### src/design/hcr_pkg.sv
// Package of constants and types for the host control and reset unit
package hcr_pkg;

  // ==========================================================================
  // Clock and timing
  localparam int CLK_MHZ     = 250;                                // System clock rate
  localparam int ST_TIME_NS  = 2000;                               // Self-test run time
  localparam int ST_CYCLES   = (ST_TIME_NS * CLK_MHZ + 999) / 1000; // Rounded up
  localparam int ST_CNT_W    = 10;                                 // Counter width

  // ==========================================================================
  // Control/status area byte offsets (word aligned)
  localparam logic [4:0] OFS_SCB_STAT_CMD = 5'h00; // Status word and command word
  localparam logic [4:0] OFS_SCB_GP       = 5'h04; // General pointer
  localparam logic [4:0] OFS_PORT         = 5'h08; // Port command
  localparam logic [4:0] OFS_EE_CTRL      = 5'h0c; // Serial memory control
  localparam logic [4:0] OFS_MGMT_CTRL    = 5'h10; // Management data port control

  // ==========================================================================
  // Field positions in the status/command word
  localparam int FLD_CU_STATE = 6;   // Command unit state, 2 bits
  localparam int FLD_RU_STATE = 4;   // Receive unit state, 2 bits
  localparam int FLD_EVT_LO   = 12;  // Sticky events, bits 15:12
  localparam int FLD_RU_CMD   = 16;  // Receive unit command, 3 bits
  localparam int FLD_CU_CMD   = 20;  // Command unit command, 4 bits
  localparam int FLD_IRQ_MASK = 24;  // Interrupt mask bit
  localparam int FLD_EE_DIN   = 3;   // Serial memory data-in bit in control word

  // Sticky event bit indices inside the 4-bit event field
  localparam int EVT_CMD_DONE = 3;
  localparam int EVT_FRAME_RX = 2;
  localparam int EVT_CU_CHG   = 1;
  localparam int EVT_RU_CHG   = 0;

  // Port command opcodes
  localparam logic [3:0] PORT_SOFT_RESET = 4'h0;
  localparam logic [3:0] PORT_SELF_TEST  = 4'h1;
  localparam logic [3:0] PORT_SEL_RESET  = 4'h2;

  // Host command codes written into the command fields
  localparam logic [3:0] HC_START     = 4'h1;
  localparam logic [3:0] HC_RESUME    = 4'h2;
  localparam logic [3:0] HC_ABORT     = 4'h4;
  localparam logic [3:0] HC_LOAD_BASE = 4'h6;

  // Command block opcode for a transmit block; the others are non-transmit
  localparam logic [2:0] CB_OP_TRANSMIT = 3'h4;

  // Receive data buffer sits right after the descriptor header
  localparam logic [31:0] RFD_HDR_BYTES = 32'h0000_0010;

  // Reset values
  localparam logic [31:0] RST_WORD   = 32'h0000_0000;
  localparam logic [15:0] RST_HALF   = 16'h0000;
  localparam logic [1:0]  RST_BUSCFG = 2'h0;

  // ==========================================================================
  // Types
  typedef enum logic [1:0] {U_IDLE, U_SUSPENDED, U_ACTIVE} hcr_ustate_e;
  typedef enum logic [2:0] {UC_NOP, UC_START, UC_RESUME, UC_LOAD_BASE, UC_ABORT} hcr_ucmd_e;
  typedef enum logic {ST_OFF, ST_RUN} hcr_st_e;

endpackage

### src/design/hcr_unit_if.sv
// Interface between the control core and one unit state keeper
`timescale 1ns/100ps
interface hcr_unit_if;
  import hcr_pkg::*;
  hcr_ucmd_e   cmd;       // One-cycle host command
  logic [31:0] gp;        // General pointer value
  logic        clr_full;  // Full software reset pulse
  logic        clr_sel;   // Selective reset pulse
  logic        evt_susp;  // Engine reports suspension
  logic        evt_idle;  // Engine reports idle
  hcr_ustate_e state;     // Unit state
  logic [31:0] base;      // Unit base register
  logic [31:0] ptr;       // Physical list start
  logic        chg;       // State changed pulse

  modport ctl  (output cmd, gp, clr_full, clr_sel, evt_susp, evt_idle,
                input state, base, ptr, chg);
  modport unit (input cmd, gp, clr_full, clr_sel, evt_susp, evt_idle,
                output state, base, ptr, chg);
endinterface

### src/design/hcr_top.sv
// Host control and reset unit: control/status area, command decode, resets
//
// Summary of operation
// - Area answers both I/O and memory cycles
// - First eight bytes form system control block
// - Host commands steer command and receive units
// - Status word reports units, interrupt on change
// - Block holds command list and frame area pointers
// - Command blocks: non-transmit kinds or transmit block
// - Receive buffer placed right after its descriptor
// - Serial memory and management registers at 0Ch and 10h
// - No frames moved until configure has completed
// - Reset pin clears every register, bus config too
// - Full software reset keeps only bus config and self-test address
// - Selective reset keeps bases, split size, counters, setup
// - Selective reset idles both units, drops rest
// - Self-test: selective reset before, full reset after
`timescale 1ns/100ps
module hcr_top (
  input  wire logic                clock,
  input  wire logic                rst_b,
  // Host access port into the control/status area
  input  wire logic                acc_req,
  input  wire logic                acc_mem,
  input  wire logic                acc_wr,
  input  wire logic [4:0]          acc_addr,
  input  wire logic [3:0]          acc_be,
  input  wire logic [31:0]         acc_wdata,
  output logic                     acc_ack_r,
  output logic [31:0]              acc_rdata_r,
  // Bus configuration space write
  input  wire logic                buscfg_wr,
  input  wire logic [1:0]          buscfg_wdata,
  output logic [1:0]               buscfg_r,
  // Command and receive engine events
  input  wire logic                cu_evt_susp,
  input  wire logic                cu_evt_idle,
  input  wire logic                ru_evt_susp,
  input  wire logic                ru_evt_idle,
  input  wire logic                cmd_done,
  input  wire logic                frame_rx,
  input  wire logic [2:0]          cb_opcode,
  input  wire logic                cfg_done,
  input  wire logic                addr_done,
  input  wire logic                grp_done,
  input  wire logic                hds_wr,
  input  wire logic [15:0]         hds_val,
  input  wire logic                err_inc,
  input  wire logic [31:0]         rfd_addr,
  input  wire logic                ee_data_in,
  // Outputs to the engines and the host
  output logic                     irq_r,
  output logic [31:0]              cbl_ptr_r,
  output logic [31:0]              rfa_ptr_r,
  output logic [31:0]              rx_buf_addr_r,
  output logic                     cb_is_tx_r,
  output logic                     tx_enable_r,
  output logic                     rx_enable_r,
  output logic                     configured_r,
  output logic                     addr_setup_r,
  output logic                     grp_setup_r,
  output logic [15:0]              hds_r,
  output logic [15:0]              err_cnt_r,
  output logic [15:0]              ee_ctrl_r,
  output logic [31:0]              mgmt_ctrl_r,
  output logic                     mgmt_go_r,
  output logic                     self_test_run_r,
  output logic [27:0]              self_test_addr_r
);
  import hcr_pkg::*;

  // ==========================================================================
  // Declarations
  hcr_unit_if            cu_if ();          // Command unit link
  hcr_unit_if            ru_if ();          // Receive unit link
  logic [31:0]           gp_r;              // General pointer
  logic [3:0]            evt_r;             // Sticky events
  logic                  irq_mask_r;        // Interrupt mask
  logic                  full_clr_r;        // Full software reset pulse
  logic                  sel_clr_r;         // Selective reset pulse
  hcr_st_e               st_r;              // Self-test sequencer
  logic [ST_CNT_W-1:0]   st_cnt_r;          // Self-test cycle count
  logic                  hit;               // Access accepted
  logic                  wr_cmd;            // Command bytes written
  logic                  wr_port;           // Port command written
  logic [31:0]           stat_word;         // Status/command word readback
  logic [3:0]            evt_set;           // Event sources this cycle
  logic [3:0]            evt_clr;           // Host acknowledges

  // ==========================================================================
  // Decode of a host command field into a unit command
  function automatic hcr_ucmd_e hcr_decode(input logic [3:0] code);
    unique case (code)
      HC_START:     hcr_decode = UC_START;
      HC_RESUME:    hcr_decode = UC_RESUME;
      HC_ABORT:     hcr_decode = UC_ABORT;
      HC_LOAD_BASE: hcr_decode = UC_LOAD_BASE;
      default:      hcr_decode = UC_NOP;  // Unused codes do nothing
    endcase
  endfunction

  // ==========================================================================
  // Access qualification: either space, gated by its enable
  assign hit     = acc_req && (acc_mem ? buscfg_r[1] : buscfg_r[0]);
  assign wr_cmd  = hit && acc_wr && acc_addr == OFS_SCB_STAT_CMD && acc_be[2];
  assign wr_port = hit && acc_wr && acc_addr == OFS_PORT && acc_be[0];

  // ==========================================================================
  // Unit links
  assign cu_if.cmd      = wr_cmd ? hcr_decode(acc_wdata[FLD_CU_CMD +: 4]) : UC_NOP;
  assign ru_if.cmd      = wr_cmd ? hcr_decode({1'b0, acc_wdata[FLD_RU_CMD +: 3]})
                                 : UC_NOP;
  assign cu_if.gp       = gp_r;
  assign ru_if.gp       = gp_r;
  assign cu_if.clr_full = full_clr_r;
  assign ru_if.clr_full = full_clr_r;
  assign cu_if.clr_sel  = sel_clr_r;
  assign ru_if.clr_sel  = sel_clr_r;
  assign cu_if.evt_susp = cu_evt_susp;
  assign cu_if.evt_idle = cu_evt_idle;
  assign ru_if.evt_susp = ru_evt_susp;
  assign ru_if.evt_idle = ru_evt_idle;

  hcr_unit u_cu (
    .clock (clock),
    .rst_b (rst_b),
    .u     (cu_if)
  );

  hcr_unit u_ru (
    .clock (clock),
    .rst_b (rst_b),
    .u     (ru_if)
  );

  // ==========================================================================
  // Bus configuration: only the reset pin clears it
  always_ff @(posedge clock) begin
    if (!rst_b) begin
      buscfg_r <= RST_BUSCFG;
    end else if (buscfg_wr) begin
      buscfg_r <= buscfg_wdata;  // Untouched by any port reset
    end
  end

  // ==========================================================================
  // Port commands and self-test sequencing
  always_ff @(posedge clock) begin
    if (!rst_b) begin
      full_clr_r       <= 1'b0;
      sel_clr_r        <= 1'b0;
      st_r             <= ST_OFF;
      st_cnt_r         <= '0;
      self_test_run_r  <= 1'b0;
      self_test_addr_r <= '0;
    end else begin
      full_clr_r <= 1'b0;
      sel_clr_r  <= 1'b0;
      unique case (st_r)
        ST_OFF: begin
          if (wr_port) begin
            if (acc_wdata[3:0] == PORT_SOFT_RESET) begin
              full_clr_r <= 1'b1;
            end else if (acc_wdata[3:0] == PORT_SEL_RESET) begin
              sel_clr_r <= 1'b1;
            end else if (acc_wdata[3:0] == PORT_SELF_TEST) begin
              sel_clr_r        <= 1'b1;  // Selective reset before
              st_r             <= ST_RUN;
              st_cnt_r         <= ST_CNT_W'(ST_CYCLES - 1);
              self_test_run_r  <= 1'b1;
              self_test_addr_r <= acc_wdata[31:4];  // Paragraph aligned
            end
          end
        end
        ST_RUN: begin
          // Port writes are ignored while the test runs
          if (st_cnt_r == '0) begin
            full_clr_r      <= 1'b1;  // Full reset once test ends
            st_r            <= ST_OFF;
            self_test_run_r <= 1'b0;
          end else begin
            st_cnt_r <= st_cnt_r - 1'b1;
          end
        end
      endcase
    end
  end

  // ==========================================================================
  // Settings kept across a selective reset, lost on a full one
  always_ff @(posedge clock) begin
    if (!rst_b || full_clr_r) begin
      configured_r <= 1'b0;
      addr_setup_r <= 1'b0;
      grp_setup_r  <= 1'b0;
      hds_r        <= RST_HALF;
      err_cnt_r    <= RST_HALF;
    end else begin
      // Selective reset does not touch these
      if (cfg_done)  configured_r <= 1'b1;
      if (addr_done) addr_setup_r <= 1'b1;
      if (grp_done)  grp_setup_r  <= 1'b1;
      if (hds_wr)    hds_r        <= hds_val;
      if (err_inc && err_cnt_r != 16'hffff) err_cnt_r <= err_cnt_r + 16'h0001;
    end
  end

  // ==========================================================================
  // Volatile setup state: cleared by every reset flavour
  always_ff @(posedge clock) begin
    if (!rst_b || full_clr_r || sel_clr_r) begin
      gp_r        <= RST_WORD;
      irq_mask_r  <= 1'b0;
      ee_ctrl_r   <= RST_HALF;
      mgmt_ctrl_r <= RST_WORD;
      mgmt_go_r   <= 1'b0;
    end else begin
      mgmt_go_r <= 1'b0;
      if (hit && acc_wr) begin
        unique case (acc_addr)
          OFS_SCB_STAT_CMD: if (acc_be[3]) irq_mask_r <= acc_wdata[FLD_IRQ_MASK];
          OFS_SCB_GP: begin
            for (int b = 0; b < 4; b++) begin
              if (acc_be[b]) gp_r[b*8 +: 8] <= acc_wdata[b*8 +: 8];
            end
          end
          OFS_EE_CTRL: begin
            if (acc_be[0]) ee_ctrl_r[7:0]  <= acc_wdata[7:0];
            if (acc_be[1]) ee_ctrl_r[15:8] <= acc_wdata[15:8];
          end
          OFS_MGMT_CTRL: begin
            mgmt_ctrl_r <= acc_wdata;
            mgmt_go_r   <= 1'b1;  // Start the serial engine
          end
          default: ;  // Unmapped writes are dropped
        endcase
      end
    end
  end

  // ==========================================================================
  // Sticky status events; a set in the clearing cycle wins
  assign evt_set = {cmd_done, frame_rx, cu_if.chg, ru_if.chg};
  assign evt_clr = (hit && acc_wr && acc_addr == OFS_SCB_STAT_CMD && acc_be[1])
                   ? acc_wdata[FLD_EVT_LO +: 4] : 4'h0;

  always_ff @(posedge clock) begin
    if (!rst_b || full_clr_r || sel_clr_r) begin
      evt_r <= 4'h0;
    end else begin
      evt_r <= (evt_r & ~evt_clr) | evt_set;
    end
  end

  // ==========================================================================
  // Interrupt, raised while any status event is unacknowledged and the interrupt mask is clear
  always_ff @(posedge clock) begin
    if (!rst_b) begin
      irq_r <= 1'b0;
    end else begin
      irq_r <= |evt_r && !irq_mask_r;
    end
  end

  // ==========================================================================
  // Readback of the area
  always_comb begin
    stat_word                            = RST_WORD;
    stat_word[FLD_EVT_LO +: 4]           = evt_r;
    stat_word[FLD_CU_STATE +: 2]         = cu_if.state;
    stat_word[FLD_RU_STATE +: 2]         = ru_if.state;
    stat_word[FLD_IRQ_MASK]              = irq_mask_r;
  end

  always_ff @(posedge clock) begin
    if (!rst_b) begin
      acc_ack_r   <= 1'b0;
      acc_rdata_r <= RST_WORD;
    end else begin
      acc_ack_r <= hit;
      if (hit && !acc_wr) begin
        unique case (acc_addr)
          OFS_SCB_STAT_CMD: acc_rdata_r <= stat_word;
          OFS_SCB_GP:       acc_rdata_r <= gp_r;
          OFS_PORT:         acc_rdata_r <= {self_test_addr_r, 3'h0, self_test_run_r};
          OFS_EE_CTRL:      acc_rdata_r <= {16'h0000, ee_ctrl_r[15:FLD_EE_DIN+1],
                                            ee_data_in, ee_ctrl_r[FLD_EE_DIN-1:0]};
          OFS_MGMT_CTRL:    acc_rdata_r <= mgmt_ctrl_r;
          default:          acc_rdata_r <= RST_WORD;  // Unmapped reads zero
        endcase
      end
    end
  end

  // ==========================================================================
  // Engine-facing outputs
  always_ff @(posedge clock) begin
    if (!rst_b) begin
      cbl_ptr_r     <= RST_WORD;
      rfa_ptr_r     <= RST_WORD;
      rx_buf_addr_r <= RST_WORD;
      cb_is_tx_r    <= 1'b0;
      tx_enable_r   <= 1'b0;
      rx_enable_r   <= 1'b0;
    end else begin
      cbl_ptr_r     <= cu_if.ptr;
      rfa_ptr_r     <= ru_if.ptr;
      rx_buf_addr_r <= rfd_addr + RFD_HDR_BYTES;  // Simplified model only
      cb_is_tx_r    <= cb_opcode == CB_OP_TRANSMIT;
      // Nothing moves on the wire before configure completes
      tx_enable_r   <= configured_r && cu_if.state == U_ACTIVE;
      rx_enable_r   <= configured_r && ru_if.state == U_ACTIVE;
    end
  end

endmodule // hcr_top

### src/design/hcr_unit.sv
// State keeper for one unit: idle/suspended/active, base and list pointer
`timescale 1ns/100ps
module hcr_unit (
  input  wire logic clock,
  input  wire logic rst_b,
  hcr_unit_if.unit  u
);
  import hcr_pkg::*;

  hcr_ustate_e state_r;    // Current state
  hcr_ustate_e state_nxt;  // Next state

  // ==========================================================================
  // Next state from host command, then engine events
  always_comb begin
    state_nxt = state_r;
    unique case (u.cmd)
      UC_START:     state_nxt = U_ACTIVE;
      UC_RESUME:    if (state_r == U_SUSPENDED) state_nxt = U_ACTIVE;
      UC_ABORT:     state_nxt = U_IDLE;
      UC_LOAD_BASE: state_nxt = state_r;
      UC_NOP: begin
        // Engine events only count while no host command lands
        if (u.evt_idle) begin
          state_nxt = U_IDLE;
        end else if (u.evt_susp && state_r == U_ACTIVE) begin
          state_nxt = U_SUSPENDED;
        end
      end
    endcase
    if (u.clr_full || u.clr_sel) state_nxt = U_IDLE;
  end

  // ==========================================================================
  // State register and change pulse
  always_ff @(posedge clock) begin
    if (!rst_b) begin
      state_r <= U_IDLE;
      u.chg   <= 1'b0;
    end else begin
      state_r <= state_nxt;
      u.chg   <= (state_nxt != state_r) && !u.clr_full && !u.clr_sel;
    end
  end

  // ==========================================================================
  // Base register: survives a selective reset, not a full one
  always_ff @(posedge clock) begin
    if (!rst_b || u.clr_full) begin
      u.base <= RST_WORD;
    end else if (u.cmd == UC_LOAD_BASE && state_r == U_IDLE) begin
      u.base <= u.gp;  // Loading is only legal while idle
    end
  end

  // ==========================================================================
  // List start pointer, base plus offset
  always_ff @(posedge clock) begin
    if (!rst_b || u.clr_full || u.clr_sel) begin
      u.ptr <= RST_WORD;
    end else if (u.cmd == UC_START) begin
      u.ptr <= u.base + u.gp;
    end
  end

  assign u.state = state_r;

endmodule // hcr_unit

### config.mk
export PLATFORM = sky130hd
export DESIGN_NAME = hcr_top
export DESIGN_NICKNAME = d
export VERILOG_FILES = /design/src/design/hcr_pkg.sv /design/src/design/hcr_unit_if.sv /design/src/design/hcr_top.sv /design/src/design/hcr_unit.sv
export SDC_FILE = /design/constraint.sdc
export NUM_CORES = 1
export LEC_CHECK = 0
export BUFFER_PORTS_ARGS = -buffer_cell sky130_fd_sc_hd__buf_2
export CORE_MARGIN = 2
export CORE_UTILIZATION = 50
export DETAILED_ROUTE_END_ITERATION = 8
export PLACE_DENSITY = 0.73
export SKIP_CTS_REPAIR_TIMING = 1
export SKIP_LAST_GASP = 1
export SLEW_MARGIN = 20
export SYNTH_ARGS = -nofsm -noshare
export SYNTH_HDL_FRONTEND = slang
export SYNTH_SLANG_ARGS = --single-unit
export TNS_END_PERCENT = 30
### constraint.sdc
create_clock -name clock -period 6.3 [get_ports clock]
set_input_delay 0.315 -clock clock [delete_from_list [all_inputs] [get_ports clock]]
set_output_delay 0.315 -clock clock [all_outputs]
set_load 0.02 [all_outputs]
==> flow_metrics.py <==
metrics = {
    "clock_tree": {
        "cts_buffer_depth": 3,
        "cts_max_level": 2,
        "clock_sinks": 432,
        "clock-root-buffer": "clkbuf_16",
        "clkTransAtPathRegs_ns": 0.06,
        "clk-insertion-delay-late_ns": 0.59,
        "numCtsBuffers": 45,
        "cts_tree": "built",
    },
    "worst_setup_path": {
        "r2r_cells": 11,
        "crit_path_max_incr_delay_ns": 0.46,
        "required_ns": 6.80,
        "crit_path_end": "u_cu.u.ptr[30]",
        "crit_slowest_cell": "o31ai_2",
        "crit_path_end_kind": "flop",
        "path_cells": "ha_1, inv_1, fa_1, nand2b_1, a21oi_1, o21ai_1, o31ai_2, a311oi_2, nor3_1, o2111ai_1, a31oi_1",
        "worstPathMaxFanout": 6,
        "ff2ff_setup_slack_ns": 3.20,
        "criticalPathCategory": "reg -> reg",
        "worst-endpoint-arrival_ns": 3.60,
        "r2r_end": "u_cu.u.ptr[30]",
        "r2r_start": "cu_if.gp[0]",
        "cp-start-kind": "flop",
        "cp-startpoint": "cu_if.gp[0]",
    },
    "yosys": {
        "synth_top_flop_cell": "dfxtp_1",
        "syn_area_mm2": 0.0191,
        "yosys_register_bits": 432,
        "async_reset_ff_share_pct": 0,
        "yosysWarnings": 0,
        "netlist_instances": 2267,
        "synth_edf_count": 0,
        "synth_nets": 2446,
        "ys_seq_area_share_pct": 45.4,
        "yosys.area.top_type": "dfxtp_1",
        "yosys-top-cells-area": "dfxtp_1, a21oi_1, nand2_1, nor2_1, ha_1",
        "synth_top_area_share_pct": 45.4,
        "synth_top_cells_by_count": "dfxtp_1, nand2_1, a21oi_1",
        "synth_most_common_cell": "dfxtp_1",
        "synth.distinct_cells": 83,
        "syn_area_per_cell_um2": 8.41,
    },
    "global_route": {
        "grtUsageMet1_pct": 38.0,
        "overflow": 0,
        "grt_start_max_net_pins": 100,
        "top_usage_layer": "met2",
        "use_met2_pct": 45.0,
        "grt_antenna_before_repair": 4,
        "grt_pass1_wl_um": 90700,
        "grtUsageTotal_pct": 29.0,
        "grt_pass1_vias": 16662,
        "met3_usage_pct": 8.05,
    },
    "sta": {
        "rsz0062_at_grt": "false",
        "post-route-period-util_pct": 49.2,
        "worst_pin_slew_ns": 1.06,
        "hold_viol_final": 6,
        "slew_headroom_pct": 29.2,
        "max_freq_mhz": 323,
        "finalSetupTns_ns": 0,
        "setup_viol": 0,
        "clock_skew_ns": 0.0171,
        "fin_crit_ns": 3.10,
        "whs_ns": -0.0201,
        "slew_viol_final": 0,
    },
    "flow_run": {
        "drv_cap": 0,
    },
    "status": {
        "violations": "negative hold slack",
        "status": "finished with violations",
    },
    "floorplan": {
        "io-pin-count": 360,
        "core_area_mm2": 0.0376,
        "die_area_mm2": 0.0397,
        "start_util_pct": 50.7,
        "die_w_um": 199,
        "rows": 71,
        "die_h_um": 199,
    },
    "routing": {
        "post_drt_via_cell_ratio": 5.68,
        "drt-total-wl_um": 59400,
        "detail-route-antenna-nets": 0,
        "drtIter0Drc": 1433,
        "vias": 17809,
        "drc": 0,
        "drt-wirelength-per-cell_um": 19.0,
        "dr.pass1.iters": 8,
    },
    "place": {
        "place_congestion": 0.938,
        "place_hpwl_um": 42900,
        "port-buffer-count": 359,
        "placed_cells": 3022,
    },
    "power": {
        "irDropWorstVdd_mv": 0.210,
        "power.density_mw_per_mm2": 249,
        "leakage_nw": 9.73,
        "power_mw": 5.70,
    },
    "finish": {
        "nets": 2764,
        "drive_above_1_share_pct": 19.1,
        "fin_util_pct": 60.9,
        "stdcell_count": 3133,
        "area_growth_pct": 20.1,
    },
    "hold_path": {
        "hp-class": "in -> reg",
    },
}
==> worst min path at each step <==
stage / from / to / slack (ns) / cells past startpoint
CTS: cb_opcode[1] / cb_is_tx_r / -0.13 / 2
global placement: u_ru.u.ptr[26] / u_ru.u.ptr[26] / 0.44 / 2
floorplan: rfd_addr[4] / rx_buf_addr_r[4] / 0.39 / 1
global route: hds_val[10] / hds_r[10] / -0.003 / 3
detailed placement: u_ru.u.ptr[21] / u_ru.u.ptr[21] / 0.44 / 2
finish: hds_val[7] / hds_r[7] / -0.02 / 3
==> layout make-up <==
type	instances	area (um2)
diodes	3	7.51
clock buffers	63	1280
clock inverters	18	206
fillers	3333	14700
inverters	33	125
multi-input cells	1663	9730
flip-flops and latches	432	8650
well taps	511	639
repair buffers	410	2250
==> registers in the layout, summed over array words and instances (netlist names), 4 cells and up <==
name	count
err_cnt_r	16
u_cu.u.base	32
rfa_ptr_r	32
hds_r	16
u_cu.u.ptr	32
ee_ctrl_r	16
evt_r	4
u_ru.u.ptr	32
st_cnt_r	10
cbl_ptr_r	32
mgmt_ctrl_r	32
self_test_addr_r	28
rx_buf_addr_r	32
u_ru.u.base	32
cu_if.gp	32
acc_rdata_r	32
==> cells by family (layout without fill, tap and decap cells) <==
logic type	Yosys count	after routing	share of synthesized area [%]
flip-flops	432	432	45.4
buffers and inverters	172	524	3.71
multiplexers	55	55	2.89
adder cells (fa/ha/maj)	67	67	4.48
XOR/XNOR	83	83	3.81
other	0	3	0
AO/OA/AOI/OAI	537	537	17.5
AND/OR/NAND/NOR	921	921	22.3
==> worst max-delay path: cells and delay by family, from the launching register on <==
| family | cells | cell delay (ns) |
|---|---|---|
| simple gates | 2 | 0.43 |
| compound gates | 6 | 1.49 |
| fa+ha+maj | 2 | 0.59 |
| flops | 1 | 0.43 |
| buf+inv | 1 | 0.06 |
==> per-layer routing <==
metal / wire [um] / vias to the layer above
li1: - / 8505
met1: 25300 / 8327
met3: 5490 / 149
met4: 2350 / 2
met2: 26200 / 826
met5: 12 / -
==> where the power goes <==
group / switching [mW] / internal, mW / leakage [nW]
sequential: 0.0109 / 2.75 / 3.49
clock: 1.13 / 1.55 / 0.727
combinational: 0.168 / 0.0823 / 5.51
total: 1.31 / 4.39 / 9.73
==> per-stage QoR <==
stage | setup slack [ns] | cell area (um2) | hold WS [ns]
4_1_cts | 3.24 | 22600 | -0.130
2_1_floorplan | 3.67 | 19100 | 0.387
6_report | 3.20 | 22900 | -0.0201
3_5_place_dp | 2.77 | 21100 | 0.442
3_3_place_gp | 2.81 | 21100 | 0.437
5_1_grt | 2.92 | 22900 | -0.00298
==> cells in the final DEF (no fill, tap or decap), drive strengths merged, types with 34 or more instances in the layout <==
master and n:
dfxtp 432, nor3 44, and2 78, mux2i 54
a21oi 305, nand2 364, xor2 39, xnor2 44
inv 34, nand3 100, ha 65, buf 383
o21ai 57, nor2 229, clkbuf 63
Power figures use the tool's default switching activity.
